[src/logic/msr_defs.svh]
// Purpose: Constants for the motion settings readback block
// Assumes: Byte-wide command channel, little-endian multi-byte fields
// Notes:   Definitions only; included by bare name
`ifndef MSR_DEFS_SVH
`define MSR_DEFS_SVH

// Command codes as 32-bit words, first byte on the wire is the low byte
`define MSR_CMD_ENG_ADV      32'h73616567
`define MSR_CMD_BORDER       32'h73646567
`define MSR_REQ_LEN          3'h4
// Answer frame lengths in bytes
`define MSR_LEN_ENG_ADV      6'h36
`define MSR_LEN_BORDER       6'h1A
// Engine advanced setting limits and reset values
`define MSR_MIX_MAX          16'h0064
`define MSR_MIX_DEFAULT      16'h0032
`define MSR_GAIN_LOW_DEFAULT 16'h03E8
`define MSR_GAIN_HI_DEFAULT  16'h0021
// Travel limit flag bit positions
`define MSR_TLF_FROM_COUNTS  0
`define MSR_TLF_STOP_LEFT    1
`define MSR_TLF_STOP_RIGHT   2
`define MSR_TLF_SWAP_GUARD   3
// Limit switch flag bit positions
`define MSR_LSF_FIRST_RIGHT  0
`define MSR_LSF_ONE_LOW      1
`define MSR_LSF_TWO_LOW      2
// Checksum: reflected polynomial and seed
`define MSR_CRC_POLY         16'hA001
`define MSR_CRC_SEED         16'hFFFF

`endif

[src/logic/msr_pkg.sv]
// Purpose: Types shared by the motion settings readback block
// Assumes: Used with msr_defs.svh
// Notes:   Nothing here is imported; users write msr_pkg::name
package msr_pkg;

  // Receive/transmit sequencer
  typedef enum logic [0:0] {
    ST_COLLECT,
    ST_SEND
  } msr_state_t;

  // Which answer is being sent
  typedef enum logic [0:0] {
    ANS_ENG_ADV,
    ANS_BORDER
  } msr_answer_t;

endpackage : msr_pkg

[src/logic/msr_readback.sv]
// Purpose: Answers the engine advanced settings and border settings queries,
//          and applies the border settings to limit detection and motor stop
// Assumes: Byte stream in and out with valid/ready, synchronous to MCLK_I
// Notes:   Unknown four-byte codes are dropped silently; no answer is sent
`timescale 1ns/1ps
`include "msr_defs.svh"

module msr_readback (
  // Clock and reset
  input  wire logic        MCLK_I,
  input  wire logic        RST_N_I,
  // Command bytes from host
  input  wire logic [7:0]  RX_DATA_I,
  input  wire logic        RX_VALID_I,
  output logic             RX_READY_O,
  // Answer bytes to host
  output logic      [7:0]  TX_DATA_O,
  output logic             TX_VALID_O,
  input  wire logic        TX_READY_I,
  // Engine advanced settings load
  input  wire logic        ENG_LOAD_I,
  input  wire logic [15:0] SPEED_MIX_RATIO_I,
  input  wire logic [15:0] POS_GAIN_LOW_SPEED_I,
  input  wire logic [15:0] POS_GAIN_HIGH_SPEED_I,
  // Border settings load
  input  wire logic        BRD_LOAD_I,
  input  wire logic [7:0]  TRAVEL_LIMIT_FLAGS_I,
  input  wire logic [7:0]  LIMIT_SWITCH_FLAGS_I,
  input  wire logic [31:0] LEFT_LIMIT_POSITION_I,
  input  wire logic [15:0] LEFT_LIMIT_MICROSTEPS_I,
  input  wire logic [31:0] RIGHT_LIMIT_POSITION_I,
  input  wire logic [15:0] RIGHT_LIMIT_MICROSTEPS_I,
  // Motion state
  input  wire logic [31:0] POSITION_I,
  input  wire logic [15:0] POSITION_MICROSTEPS_I,
  input  wire logic        LIMIT_INPUT_ONE_I,
  input  wire logic        LIMIT_INPUT_TWO_I,
  // Limit status
  output logic             AT_LEFT_LIMIT_O,
  output logic             AT_RIGHT_LIMIT_O,
  output logic             STOP_MOTOR_O
);

  //////////////////////////////////////////////////////////////////////////////
  // Stored settings
  logic [15:0] mix_ff, gain_lo_ff, gain_hi_ff;
  logic [7:0]  tlf_ff, lsf_ff;
  logic [31:0] left_pos_ff, right_pos_ff;
  logic [15:0] left_us_ff, right_us_ff;
  logic        mix_ok;

  // Out-of-range mixing ratio is refused so the stored value stays legal
  assign mix_ok = (SPEED_MIX_RATIO_I <= `MSR_MIX_MAX);

  // Engine settings with documented defaults after reset
  always_ff @(posedge MCLK_I) begin
    if (!RST_N_I) begin
      mix_ff     <= `MSR_MIX_DEFAULT;
      gain_lo_ff <= `MSR_GAIN_LOW_DEFAULT;
      gain_hi_ff <= `MSR_GAIN_HI_DEFAULT;
    end else if (ENG_LOAD_I) begin
      if (mix_ok) begin
        mix_ff <= SPEED_MIX_RATIO_I;
      end
      gain_lo_ff <= POS_GAIN_LOW_SPEED_I;
      gain_hi_ff <= POS_GAIN_HIGH_SPEED_I;
    end
  end

  // Border settings, all zero after reset
  always_ff @(posedge MCLK_I) begin
    if (!RST_N_I) begin
      tlf_ff       <= 8'h00;
      lsf_ff       <= 8'h00;
      left_pos_ff  <= 32'h0000_0000;
      left_us_ff   <= 16'h0000;
      right_pos_ff <= 32'h0000_0000;
      right_us_ff  <= 16'h0000;
    end else if (BRD_LOAD_I) begin
      tlf_ff       <= TRAVEL_LIMIT_FLAGS_I;
      lsf_ff       <= LIMIT_SWITCH_FLAGS_I;
      left_pos_ff  <= LEFT_LIMIT_POSITION_I;
      left_us_ff   <= LEFT_LIMIT_MICROSTEPS_I;
      right_pos_ff <= RIGHT_LIMIT_POSITION_I;
      right_us_ff  <= RIGHT_LIMIT_MICROSTEPS_I;
    end
  end

  //////////////////////////////////////////////////////////////////////////////
  // Border detection and stop
  logic sw_one_act, sw_two_act, left_sw, right_sw;
  logic left_cnt, right_cnt, at_left, at_right;
  logic stop_left_en, stop_right_en, guard;

  // Polarity per input, then placement of the first switch
  assign sw_one_act = LIMIT_INPUT_ONE_I ^ lsf_ff[`MSR_LSF_ONE_LOW];
  assign sw_two_act = LIMIT_INPUT_TWO_I ^ lsf_ff[`MSR_LSF_TWO_LOW];
  assign left_sw    = lsf_ff[`MSR_LSF_FIRST_RIGHT] ? sw_two_act : sw_one_act;
  assign right_sw   = lsf_ff[`MSR_LSF_FIRST_RIGHT] ? sw_one_act : sw_two_act;

  // Count-mode borders compare whole steps first, then microsteps
  assign left_cnt  = ($signed(POSITION_I) < $signed(left_pos_ff)) ||
                     ((POSITION_I == left_pos_ff) &&
                      ($signed(POSITION_MICROSTEPS_I) <= $signed(left_us_ff)));
  assign right_cnt = ($signed(POSITION_I) > $signed(right_pos_ff)) ||
                     ((POSITION_I == right_pos_ff) &&
                      ($signed(POSITION_MICROSTEPS_I) >= $signed(right_us_ff)));
  assign at_left   = tlf_ff[`MSR_TLF_FROM_COUNTS] ? left_cnt  : left_sw;
  assign at_right  = tlf_ff[`MSR_TLF_FROM_COUNTS] ? right_cnt : right_sw;

  // Each side stops on its own enable; the guard enables both
  assign guard         = tlf_ff[`MSR_TLF_SWAP_GUARD];
  assign stop_left_en  = tlf_ff[`MSR_TLF_STOP_LEFT]  | guard;
  assign stop_right_en = tlf_ff[`MSR_TLF_STOP_RIGHT] | guard;

  // Registered status outputs
  always_ff @(posedge MCLK_I) begin
    if (!RST_N_I) begin
      AT_LEFT_LIMIT_O  <= 1'b0;
      AT_RIGHT_LIMIT_O <= 1'b0;
      STOP_MOTOR_O     <= 1'b0;
    end else begin
      AT_LEFT_LIMIT_O  <= at_left;
      AT_RIGHT_LIMIT_O <= at_right;
      STOP_MOTOR_O     <= (stop_left_en & at_left) | (stop_right_en & at_right);
    end
  end

  //////////////////////////////////////////////////////////////////////////////
  // Command collection
  msr_pkg::msr_state_t  state_ff, nxt_state;
  msr_pkg::msr_answer_t ans_ff;
  logic [31:0] cmd_ff, cmd_full;
  logic [2:0]  rx_cnt_ff;
  logic [5:0]  idx_ff, nxt_idx, frame_len;
  logic        rx_take, last_rx, hit_eng, hit_brd, hit, tx_take, last_tx;
  logic [7:0]  nxt_byte, body_byte;
  logic [191:0] body_eng, body_brd;
  logic [15:0] crc_q, crc_nxt;
  logic        crc_en;

  // Bytes arrive low byte first; the fourth byte completes the code
  assign RX_READY_O = (state_ff == msr_pkg::ST_COLLECT);
  assign rx_take    = RX_VALID_I & RX_READY_O;
  assign last_rx    = rx_take && (rx_cnt_ff == (`MSR_REQ_LEN - 3'h1));
  assign cmd_full   = {RX_DATA_I, cmd_ff[31:8]};
  assign hit_eng    = last_rx && (cmd_full == `MSR_CMD_ENG_ADV);
  assign hit_brd    = last_rx && (cmd_full == `MSR_CMD_BORDER);
  assign hit        = hit_eng | hit_brd;

  // Answer bodies, little endian, reserved bytes zero; checksum appended later
  assign body_eng = {112'h0, gain_hi_ff, gain_lo_ff, mix_ff,
                     `MSR_CMD_ENG_ADV};
  assign body_brd = {48'h0, right_us_ff, right_pos_ff, left_us_ff, left_pos_ff,
                     lsf_ff, tlf_ff, `MSR_CMD_BORDER};

  // Byte k of a body vector
  function automatic logic [7:0] pick_byte(input logic [191:0] body, input logic [5:0] k);
    logic [191:0] sh;
    sh = body >> {k, 3'h0};
    return sh[7:0];
  endfunction : pick_byte

  //////////////////////////////////////////////////////////////////////////////
  // Answer sequencing
  assign frame_len = (ans_ff == msr_pkg::ANS_ENG_ADV) ? `MSR_LEN_ENG_ADV : `MSR_LEN_BORDER;
  assign TX_VALID_O = (state_ff == msr_pkg::ST_SEND);
  assign tx_take    = TX_VALID_O & TX_READY_I;
  assign last_tx    = tx_take && (idx_ff == (frame_len - 6'h01));
  assign nxt_idx    = idx_ff + 6'h01;
  assign body_byte  = (ans_ff == msr_pkg::ANS_ENG_ADV) ? pick_byte(body_eng, nxt_idx)
                                                       : pick_byte(body_brd, nxt_idx);
  // Checksum covers every byte before it, code included, low byte sent first
  // The last body byte is folded in too, so the high half sent later is complete
  assign crc_en     = tx_take && (nxt_idx < (frame_len - 6'h01));
  assign nxt_byte   = (nxt_idx == (frame_len - 6'h02)) ? crc_nxt[7:0] :
                      (nxt_idx == (frame_len - 6'h01)) ? crc_q[15:8]  : body_byte;

  msr_crc16 u_crc (
    .clk_i     (MCLK_I),
    .rst_n_i   (RST_N_I),
    .clr_i     (hit),
    .en_i      (crc_en),
    .byte_i    (TX_DATA_O),
    .crc_o     (crc_q),
    .crc_nxt_o (crc_nxt)
  );

  // Next state
  always_comb begin
    nxt_state = state_ff;
    unique case (state_ff)
      msr_pkg::ST_COLLECT: begin
        if (hit) begin
          nxt_state = msr_pkg::ST_SEND;
        end
      end
      msr_pkg::ST_SEND: begin
        if (last_tx) begin
          nxt_state = msr_pkg::ST_COLLECT;
        end
      end
    endcase
  end

  // Sequencer registers; request is taken only while no answer is pending
  always_ff @(posedge MCLK_I) begin
    if (!RST_N_I) begin
      state_ff  <= msr_pkg::ST_COLLECT;
      ans_ff    <= msr_pkg::ANS_ENG_ADV;
      cmd_ff    <= 32'h0000_0000;
      rx_cnt_ff <= 3'h0;
      idx_ff    <= 6'h00;
      TX_DATA_O <= 8'h00;
    end else begin
      state_ff <= nxt_state;
      if (rx_take) begin
        cmd_ff    <= cmd_full;
        rx_cnt_ff <= last_rx ? 3'h0 : rx_cnt_ff + 3'h1;
      end
      if (hit) begin
        ans_ff    <= hit_eng ? msr_pkg::ANS_ENG_ADV : msr_pkg::ANS_BORDER;
        idx_ff    <= 6'h00;
        TX_DATA_O <= cmd_full[7:0];  // Echo begins with the code's low byte
      end else if (tx_take) begin
        idx_ff    <= nxt_idx;
        TX_DATA_O <= nxt_byte;
      end
    end
  end

endmodule : msr_readback

[src/logic/msr_crc16.sv]
// Purpose: Running 16-bit checksum over answer bytes
// Assumes: One byte per enable, seed loaded by clear
// Notes:   Next value is exposed so the sender can use it without a bubble
`timescale 1ns/1ps
`include "msr_defs.svh"

module msr_crc16 (
  // Clock and reset
  input  wire logic        clk_i,
  input  wire logic        rst_n_i,
  // Control
  input  wire logic        clr_i,
  input  wire logic        en_i,
  input  wire logic [7:0]  byte_i,
  // Result
  output logic      [15:0] crc_o,
  output logic      [15:0] crc_nxt_o
);

  logic [15:0] crc_ff;

  // Bitwise reflected update, one byte at a time
  function automatic logic [15:0] crc_step(input logic [15:0] c, input logic [7:0] b);
    logic [15:0] r;
    r = c ^ {8'h00, b};
    for (int i = 0; i < 8; i++) begin
      r = r[0] ? ((r >> 1) ^ `MSR_CRC_POLY) : (r >> 1);
    end
    return r;
  endfunction : crc_step

  assign crc_nxt_o = crc_step(crc_ff, byte_i);
  assign crc_o     = crc_ff;

  // Clear wins over update so a new frame always starts from the seed
  always_ff @(posedge clk_i) begin
    if (!rst_n_i || clr_i) begin
      crc_ff <= `MSR_CRC_SEED;
    end else if (en_i) begin
      crc_ff <= crc_nxt_o;
    end
  end

endmodule : msr_crc16

[config.mk]
export PLATFORM = sky130hd
export DESIGN_NAME = msr_readback
export DESIGN_NICKNAME = d
export VERILOG_FILES = /design/src/logic/msr_pkg.sv /design/src/logic/msr_readback.sv /design/src/logic/msr_crc16.sv
export VERILOG_INCLUDE_DIRS = /design/src /design/src/logic
export SDC_FILE = /design/constraint.sdc
export NUM_CORES = 1
export LEC_CHECK = 0
export ABC_AREA = 1
export ABC_CLOCK_PERIOD_IN_PS = 4600
export BUFFER_PORTS_ARGS = -buffer_cell sky130_fd_sc_hd__buf_2
export CORE_ASPECT_RATIO = 1.1
export CORE_MARGIN = 5
export CORE_UTILIZATION = 61
export DETAILED_ROUTE_END_ITERATION = 12
export GPL_TIMING_DRIVEN = 0
export HOLD_SLACK_MARGIN = 0.08
export PLACE_DENSITY_LB_ADDON = 0.15
export SLEW_MARGIN = 0
export SYNTH_ARGS = -nofsm -noshare
export SYNTH_HDL_FRONTEND = slang
export SYNTH_SLANG_ARGS = --single-unit
export TNS_END_PERCENT = 30
[constraint.sdc]
create_clock -name MCLK_I -period 4.6 [get_ports MCLK_I]
set_input_delay 1.38 -clock MCLK_I [delete_from_list [all_inputs] [get_ports MCLK_I]]
set_output_delay 1.38 -clock MCLK_I [all_outputs]
set_load 0.03 [all_outputs]
==> results of run 1 <==
[final timing paths]
kind | end | depth (start not counted) | slack, ns | from
setup / recovery | STOP_MOTOR_O$_SDFF_PN0_ | 15 | 1.49 | POSITION_I[31]
hold reg to reg | mix_ff[10]$_SDFFE_PN0P_ | 2 | 0.43 | mix_ff[10]$_SDFFE_PN0P_
setup reg to reg | TX_DATA_O[4]$_SDFFE_PN0P_ | 16 | 1.59 | idx_ff[0]$_SDFFE_PP0P_
hold / removal | mix_ff[10]$_SDFFE_PN0P_ | 2 | 0.43 | mix_ff[10]$_SDFFE_PN0P_
[layout by cell type, fill, tap and decap left out, types with 5 or more instances in the layout]
cell                        netlist  layout
sky130_fd_sc_hd__a21oi_1        203     203
sky130_fd_sc_hd__buf_2           17     252
sky130_fd_sc_hd__clkbuf_1        65      69
sky130_fd_sc_hd__clkbuf_16        0      23
sky130_fd_sc_hd__dfxtp_1        222     222
sky130_fd_sc_hd__ha_1           105     105
sky130_fd_sc_hd__inv_1          212     212
sky130_fd_sc_hd__inv_2           20      20
sky130_fd_sc_hd__nand2_1        367     367
sky130_fd_sc_hd__nand3_1        106     106
sky130_fd_sc_hd__nand4_1         14      14
sky130_fd_sc_hd__nor2_1         165     165
sky130_fd_sc_hd__nor3_1          10      10
sky130_fd_sc_hd__o211ai_1        23      23
sky130_fd_sc_hd__o21ai_0        197     197
sky130_fd_sc_hd__o21ai_1         34      34
sky130_fd_sc_hd__o21bai_1         7       7
sky130_fd_sc_hd__o22ai_1         15      15
sky130_fd_sc_hd__xnor2_1          5       5
[metrics by stage]
stage	power [mW]	worst slack (ns)	hold slack, ns
after floorplan	2.508	1.856	0.4119
after global placement	2.762	1.044	0.4194
after detailed placement	2.791	1.035	0.4224
after CTS	4.672	1.583	0.4306
after global routing	4.868	1.390	0.4538
final	4.663	1.494	0.4313
[registers in the layout, summed over array words and instances, names as in the netlist, 6 cells and up]
name          cells
left_us_ff       16
mix_ff           16
right_pos_ff     32
lsf_ff            8
u_crc.crc_o      16
gain_hi_ff       16
right_us_ff      16
cmd_ff           24
left_pos_ff      32
idx_ff            6
gain_lo_ff       16
TX_DATA_O         8
tlf_ff            8
[cells by family (layout without fill, tap and decap cells)]
logic type                 after synthesis  count (layout)
adders and majority gates              105             105
buffers and inverters                  323             599
xor gates and xnor gates                 9               9
and+or+nand+nor                        684             684
DFF                                    222             222
AOI/OAI and AO/OA                      499             499
[cells in the mapped netlist (all sizes together)]
cell type	number
nand2	371
inv	232
o21ai	231
dfxtp	222
a21oi	207
nor2	170
nand3	107
ha	105
clkbuf	65
buf	25
o211ai	23
o22ai	15
nand4	14
nor3	12
o21bai	7
xnor2	5
a31oi	4
o21a	4
xor2	4
nand3b	3
nor4	3
a21o	2
o2111ai	2
a211o	1
a41oi	1
and3	1
clkinv	1
nor2b	1
nor3b	1
o211a	1
o311ai	1
or2	1
[worst register-to-register path: cells and delay by family (launching register included)]
| family | cells | cell delay, ns |
|---|---|---|
| AO/OA/AOI/OAI | 1 | 0.05 |
| adder cells (fa/ha/maj) | 1 | 0.29 |
| buffers and inverters | 6 | 1.46 |
| flip-flops | 1 | 0.33 |
| AND/OR/NAND/NOR | 8 | 0.73 |
[area by class of cell]
class / count / area [um^2]
multi-input cells: 1297 / 6889
well taps: 256 / 320.3
flip-flops and latches: 222 / 4444
clock inverters: 10 / 111.4
plain buffers: 90 / 381.6
repair buffers: 235 / 1176
clock buffers: 31 / 645.6
inverters: 233 / 874.6
fillers: 1746 / 5595
[power breakdown]
group,switching [mW],internal (mW),leakage (nW),total [mW]
Sequential,0.0585,2.03,1.83,2.09
Combinational,0.423,0.258,4.97,0.681
Clock,0.796,1.10,0.366,1.89
Total,1.28,3.39,7.17,4.66
[layer usage]
layer	vias up	routed length, um	part of all wire (%)
met2	666	18970	45
met5	-	0	0
met4	0	2156	5.1
met3	137	3868	9.2
met1	6136	16940	40
li1	6610	-	-
==> qor.log, run 1 <==
[clocking] CTS clk-pin slew, worst paths 0.06 ns
[yosys] Compound-Gate Fraction of Synth Area 21.05%
[floorplanning] Initial Utilization 61.60%
[setup_path] Critical path buffers and inverters 2
[yosys] multiplexer share of the synthesized area 0%
[cells_and_area] final core area utilization 72.62%
[detailed_routing] WL final 41930 um
[yosys] simple-gate share of the synthesized area 22.61%
[detailed_routing] via count 13550
[setup_path] CP max-delay cell sky130_fd_sc_hd__ha_1
[power_and_ir_drop] Pwr Density 314.1 nW/um^2
[floorplanning] num ports 237
[cells_and_area] antenna cells 0
[global_route] total track usage 34.36%
[clocking] number of buffers added to fix hold violations after cts 0
[floorplanning] number of placement rows 55
[yosys] xor and xnor fraction of the mapped netlist area 0.6261%
[timing] final-report max-slew violation count 0
[timing] clock period minus worst slack 3.106 ns
[yosys] total number of yosys warnings 0
[yosys] number of distinct library cells after synthesis 44
[placement] final weighted congestion in routability-driven placement 1.008
[yosys] sequential area share after synthesis 35.30%
[placement] detailed placement HPWL 32990 um
[timing] Slew @ Worst Pin 0.8665 ns
[timing] Max-slew headroom 42.24%
[cells_and_area] final cell count without fillers 2374
[clocking] clk root buf sky130_fd_sc_hd__clkbuf_16
[global_route] total gr overflow 0
[detailed_routing] initial drt markers 1200
[cells_and_area] post-route design area 14840 um^2
[global_route] initial antenna violation count 0
[timing] RSZ-0062 raised after global routing no
[global_route] maximum number of pins on one net before global-route repair 15
[timing] # setup viols final 0
[detailed_routing] routed length per placed instance 17.66 um
[clocking] depth of the CTS H-tree 1
[cells_and_area] share of layout cells above drive strength 1 15.53%
[placement] number of buffer cells added on primary ports 235
[yosys] post-synthesis net count 2171
[floorplanning] core outline area 20440 um^2
[timing] maximum clock rate 322.0 MHz
[yosys] area of the mapped netlist 12590 um^2
[timing] hold violation total from the final report 0
[yosys] combinational family with the most area after synthesis simple AND/OR/NAND/NOR gates
[setup_path] Top delay family on crit path simple AND/OR/NAND/NOR gates
[yosys] post-synthesis cell count 1842
[clocking] clock tree from TritonCTS yes
[timing] setup skew after layout 0.01144 ns
[yosys] flip-flop and latch count after synthesis 222
[clocking] buffer count from post-CTS setup fixing 0
[cells_and_area] signed area change from the synthesized netlist to the final layout 17.90%
[global_route] met3 Use GR 6.800%
[yosys] share of the synthesized area in the top cell type 35.30%
[power_and_ir_drop] maximum ir drop on the vdd rail 0.3015 mV
[setup_path] sort of element at the end of the critical path flop
[yosys] Post-Synth Adder-Cell Area 10.44%
[floorplanning] Die H 160.7 um
[clocking] count of cells resized by post-cts repair 0
[placement] Inst Count DP 2333
[cells_and_area] nets@finish 2431
[detailed_routing] total iterations of the first detailed-routing run 6
[worst_hold_path] type of the worst min-delay path reg -> reg
[placement] area after detailed placement 14090 um^2
[clocking] later-pin clock latency in the skew report 0.53 ns
[setup_path] critical path startpoint category primary input
[floorplanning] DIE AREA 23620 um^2
[power_and_ir_drop] Leak 7.165 nW
[global_route] GR Util met1 44.05%
[clocking] number of clock sinks seen by CTS 222
[yosys] leading cell types by total area after synthesis sky130_fd_sc_hd__dfxtp_1, sky130_fd_sc_hd__nand2_1, sky130_fd_sc_hd__ha_1
[yosys] mean instance size in the synthesized netlist 6.835 um^2
[setup_path] worst-path maximum fanout 3
[setup_path] cell breakdown of the critical path buf_2, ha_1, nand2_1, nor2_1, nand4_1, nor2_1, nand3b_1, nor2_1, nand3_1, nand2_1, inv_1, nand2_1, nand2_1, nand3_1, nand2_1
[floorplanning] Die X 147.0 um
[setup_path] most repeated library cell on the critical path sky130_fd_sc_hd__nand2_1
[clocking] number of buffers on the longest clock path 3
[global_route] number of global-route vias before repair 12890
[detailed_routing] per-cell via count in the routed design 5.707
[setup_path] Worst EP required 5.02 ns
[clocking] number of buffers added by the clock tree synthesis step 23
[global_route] global-route wire length before repair 65580 um
[global_route] global route hottest layer met2
[job] max-cap violation count 0
[setup_path] critical path class in -> reg
[detailed_routing] detailed-route DRC error count 0
[setup_path] worst endpoint data arrival time 3.52 ns
[timing] part of the cycle the worst path needs 67.52%
[outcome] run status completed
[timing] final setup TNS 0 ns
[setup_path] biggest cell delay along the critical path 0.31 ns
[yosys] cell type contributing the most total cell area after synthesis sky130_fd_sc_hd__dfxtp_1
[detailed_routing] remaining antenna violation count 0
[global_route] met2 track demand over resource in global routing 56.21%
Power figures use the tool's default switching activity.
==> run 2: changes to the inputs <==
- ABC_CLOCK_PERIOD_IN_PS: 4600 -> 3000
- CORE_UTILIZATION: 61 -> 56
- clock period: 4.6 -> 3 ns (I/O delays scaled with it)
==> qor.log, run 2 (same netlist as run 1, synthesis figures left out) <==
[floorplanning] Die X 153.0 um [was 147.0 um]
[job] max-cap violation count 0 [unchanged]
[cells_and_area] antenna cells 0 [unchanged]
[timing] worst path setup slack after routing 0.1633 ns [was 1.494 ns]
[global_route] maximum number of pins on one net before global-route repair 14 [was 15]
[placement] area after detailed placement 14130 um^2 [was 14090 um^2]
[placement] Inst Count DP 2372 [was 2333]
[clocking] clock tree from TritonCTS yes [unchanged]
[setup_path] critical path class reg -> reg [was in -> reg]
[floorplanning] Initial Utilization 56.94% [was 61.60%]
[timing] final setup TNS 0 ns [unchanged]
[timing] maximum clock rate 352.5 MHz
[setup_path] worst endpoint data arrival time 3.23 ns [was 3.52 ns]
[placement] pre-CTS worst setup slack -0.09821 ns [was 1.035 ns]
[floorplanning] num ports 237 [unchanged]
[global_route] initial antenna violation count 0 [unchanged]
[outcome] run status completed [unchanged]
[clocking] number of buffers on the longest clock path 3 [unchanged]
[power_and_ir_drop] share of total power in the clock network 41.7% [was 40.6%]
[timing] final-report max-slew violation count 0 [unchanged]
[timing] Max-slew headroom 43.73% [was 42.24%]
[timing] RSZ-0062 raised after global routing no [unchanged]
[cells_and_area] commonest non-fill, non-tap cell in the layout sky130_fd_sc_hd__nand2_1 [unchanged]
[timing] Slew @ Worst Pin 0.8440 ns [was 0.8665 ns]
[cells_and_area] signed area change from the synthesized netlist to the final layout 18.75% [was 17.90%]
[placement] final weighted congestion in routability-driven placement 1.019 [was 1.008]
[power_and_ir_drop] Seq pwr share 44.0% [was 44.8%]
[clocking] later-pin clock latency in the skew report 0.53 ns [about the same]
[global_route] total track usage 30.95% [was 34.36%]
[power_and_ir_drop] total power after layout 7.281 mW [was 4.663 mW]
[global_route] total gr overflow 0 [unchanged]
[power_and_ir_drop] Pwr Density 487.0 nW/um^2 [was 314.1 nW/um^2]
[power_and_ir_drop] switching fraction of total power 27.17% [was 27.39%]
[detailed_routing] WL final 41920 um [was 41930 um]
[floorplanning] DIE AREA 25580 um^2 [was 23620 um^2]
[setup_path] Worst EP required 3.39 ns [was 5.02 ns]
[setup_path] sort of element at the end of the critical path flop [unchanged]
[setup_path] critical path startpoint category flop [was primary input]
[placement] detailed placement HPWL 32860 um [was 32990 um]
[cells_and_area] nets@finish 2432 [was 2431]
[clocking] number of buffers added to fix hold violations after cts 0 [unchanged]
[timing] # setup viols final 0 [unchanged]
[timing] setup skew after layout 0.01639 ns [was 0.01144 ns]
[power_and_ir_drop] Sw Pwr 1.978 mW [was 1.277 mW]
[detailed_routing] total iterations of the first detailed-routing run 6 [unchanged]
[clocking] number of buffers added by the clock tree synthesis step 24 [was 23]
[clocking] number of clock sinks seen by CTS 222 [unchanged]
[cells_and_area] largest registers in the final layout left_pos_ff x32, right_pos_ff x32, cmd_ff x24 [unchanged]
[clocking] clk root buf sky130_fd_sc_hd__clkbuf_16 [unchanged]
[power_and_ir_drop] P_int 5.303 mW [was 3.386 mW]
[power_and_ir_drop] Leak 7.204 nW [was 7.165 nW]
[placement] number of buffer cells added on primary ports 235 [unchanged]
[detailed_routing] routed length per placed instance 17.37 um [was 17.66 um]
[clocking] buffer count from post-CTS setup fixing 0 [unchanged]
[clocking] CTS clk-pin slew, worst paths 0.07 ns [was 0.06 ns]
[power_and_ir_drop] maximum ir drop on the vdd rail 0.4200 mV [was 0.3015 mV]
[cells_and_area] share of layout cells above drive strength 1 15.71% [was 15.53%]
[power_and_ir_drop] combinational share of power 14.3% [was 14.6%]
[floorplanning] core outline area 22110 um^2 [was 20440 um^2]
[global_route] global-route wire length before repair 64780 um [was 65580 um]
[timing] part of the cycle the worst path needs 94.56%
[timing] hold violation total from the final report 0 [unchanged]
[cells_and_area] final cell count without fillers 2414 [was 2374]
[cells_and_area] number of fillers in the final layout 2020 [was 1746]
[cells_and_area] post-route design area 14950 um^2 [was 14840 um^2]
[detailed_routing] detailed-route DRC error count 0 [unchanged]
[clocking] depth of the CTS H-tree 1 [unchanged]
[floorplanning] number of placement rows 57 [was 55]
[cells_and_area] commonest cells after routing, fill and taps aside sky130_fd_sc_hd__nand2_1, sky130_fd_sc_hd__buf_2, sky130_fd_sc_hd__dfxtp_1 [unchanged]
[detailed_routing] remaining antenna violation count 0 [unchanged]
[setup_path] worst-path maximum fanout 11 [was 3]
[detailed_routing] per-cell via count in the routed design 5.575 [was 5.707]
[global_route] number of global-route vias before repair 12850 [was 12890]
[floorplanning] Die H 167.3 um [was 160.7 um]
[worst_hold_path] type of the worst min-delay path reg -> reg [unchanged]
[timing] clock period minus worst slack 2.837 ns
[detailed_routing] initial drt markers 1198 [was 1200]
[detailed_routing] via count 13460 [was 13550]
run 2: cell types whose count changed in the layout (fill, tap and decap cells not counted), moves of 2 or more:
cell	previous run	this run
sky130_fd_sc_hd__clkbuf_1	69	66
sky130_fd_sc_hd__clkbuf_2	0	2
sky130_fd_sc_hd__clkbuf_8	4	6
sky130_fd_sc_hd__clkinvlp_4	3	1
run 2: repair_timing:
item | CTS | global route
endpoints found under the setup margin | 0 | 8
hold endpoints to repair | 0 | 0
gates resized for setup | 0 | 5
run 2: stage by stage:
stage | hold slack [ns] | util (%)
global placement | 0.4278 | 63.93
floorplan | 0.4119 | -
global route | 0.4614 | 67.62
finish | 0.4411 | 67.62
CTS | 0.4413 | 67.60
detailed placement | 0.4332 | 63.93
run 2: cell type report:
class / instances / area [um^2] / share of cell area, %
multi-input combinational: 1297 / 6889 / 46.08
clock buffer: 33 / 694.4 / 4.645
tap: 295 / 369.1 / 2.469
timing repair buffer: 235 / 1176 / 7.867
clock inverter: 9 / 116.4 / 0.7783
buffer: 90 / 386.6 / 2.586
inverter: 233 / 874.6 / 5.850
sequential: 222 / 4444 / 29.73
run 2: power by group through the flow:
stage	Sequential, mW	Clock [mW]	Combinational [mW]
final	3.20	3.04	1.04
after global routing	3.21	3.17	1.18
after CTS	3.20	3.05	1.02
after detailed placement	3.26	0	1.01
after global placement	3.26	0	0.977
after floorplan	3.23	0	0.611
run 2: worst paths after layout:
kind,startpoint,endpoint,slack (ns),cells past startpoint
worst max-delay path,idx_ff[0]$_SDFFE_PP0P_,TX_DATA_O[0]$_SDFFE_PN0P_,0.16,16
worst min-delay path,mix_ff[10]$_SDFFE_PN0P_,mix_ff[10]$_SDFFE_PN0P_,0.44,2
worst min register to register,mix_ff[10]$_SDFFE_PN0P_,mix_ff[10]$_SDFFE_PN0P_,0.44,2
worst max register to register,idx_ff[0]$_SDFFE_PP0P_,TX_DATA_O[0]$_SDFFE_PN0P_,0.16,16
run 2: critical path, cell delays in order (launching register included):
cell	delay, ns
sky130_fd_sc_hd__dfxtp_1	0.36
sky130_fd_sc_hd__buf_4	0.19
sky130_fd_sc_hd__inv_2	0.10
sky130_fd_sc_hd__clkbuf_4	0.24
sky130_fd_sc_hd__ha_1	0.32
sky130_fd_sc_hd__buf_2	0.19
sky130_fd_sc_hd__inv_2	0.17
sky130_fd_sc_hd__clkbuf_2	0.30
sky130_fd_sc_hd__nand3_1	0.15
sky130_fd_sc_hd__nand3_1	0.11
sky130_fd_sc_hd__nand3_1	0.12
sky130_fd_sc_hd__nand2_1	0.08
sky130_fd_sc_hd__nand2_1	0.05
sky130_fd_sc_hd__nand2_1	0.08
sky130_fd_sc_hd__nand2_1	0.06
sky130_fd_sc_hd__nand3_1	0.09
sky130_fd_sc_hd__a21oi_1	0.06
run 2: layer usage:
layer  up-vias  share of wire (%)  global-route usage [%]
li1       6603                  -                       -
met1      6096                 42                   40.57
met2       652                 45                   51.55
met3       107                8.9                   5.395
met4         0                3.9                   11.08
met5         -                  0                       0
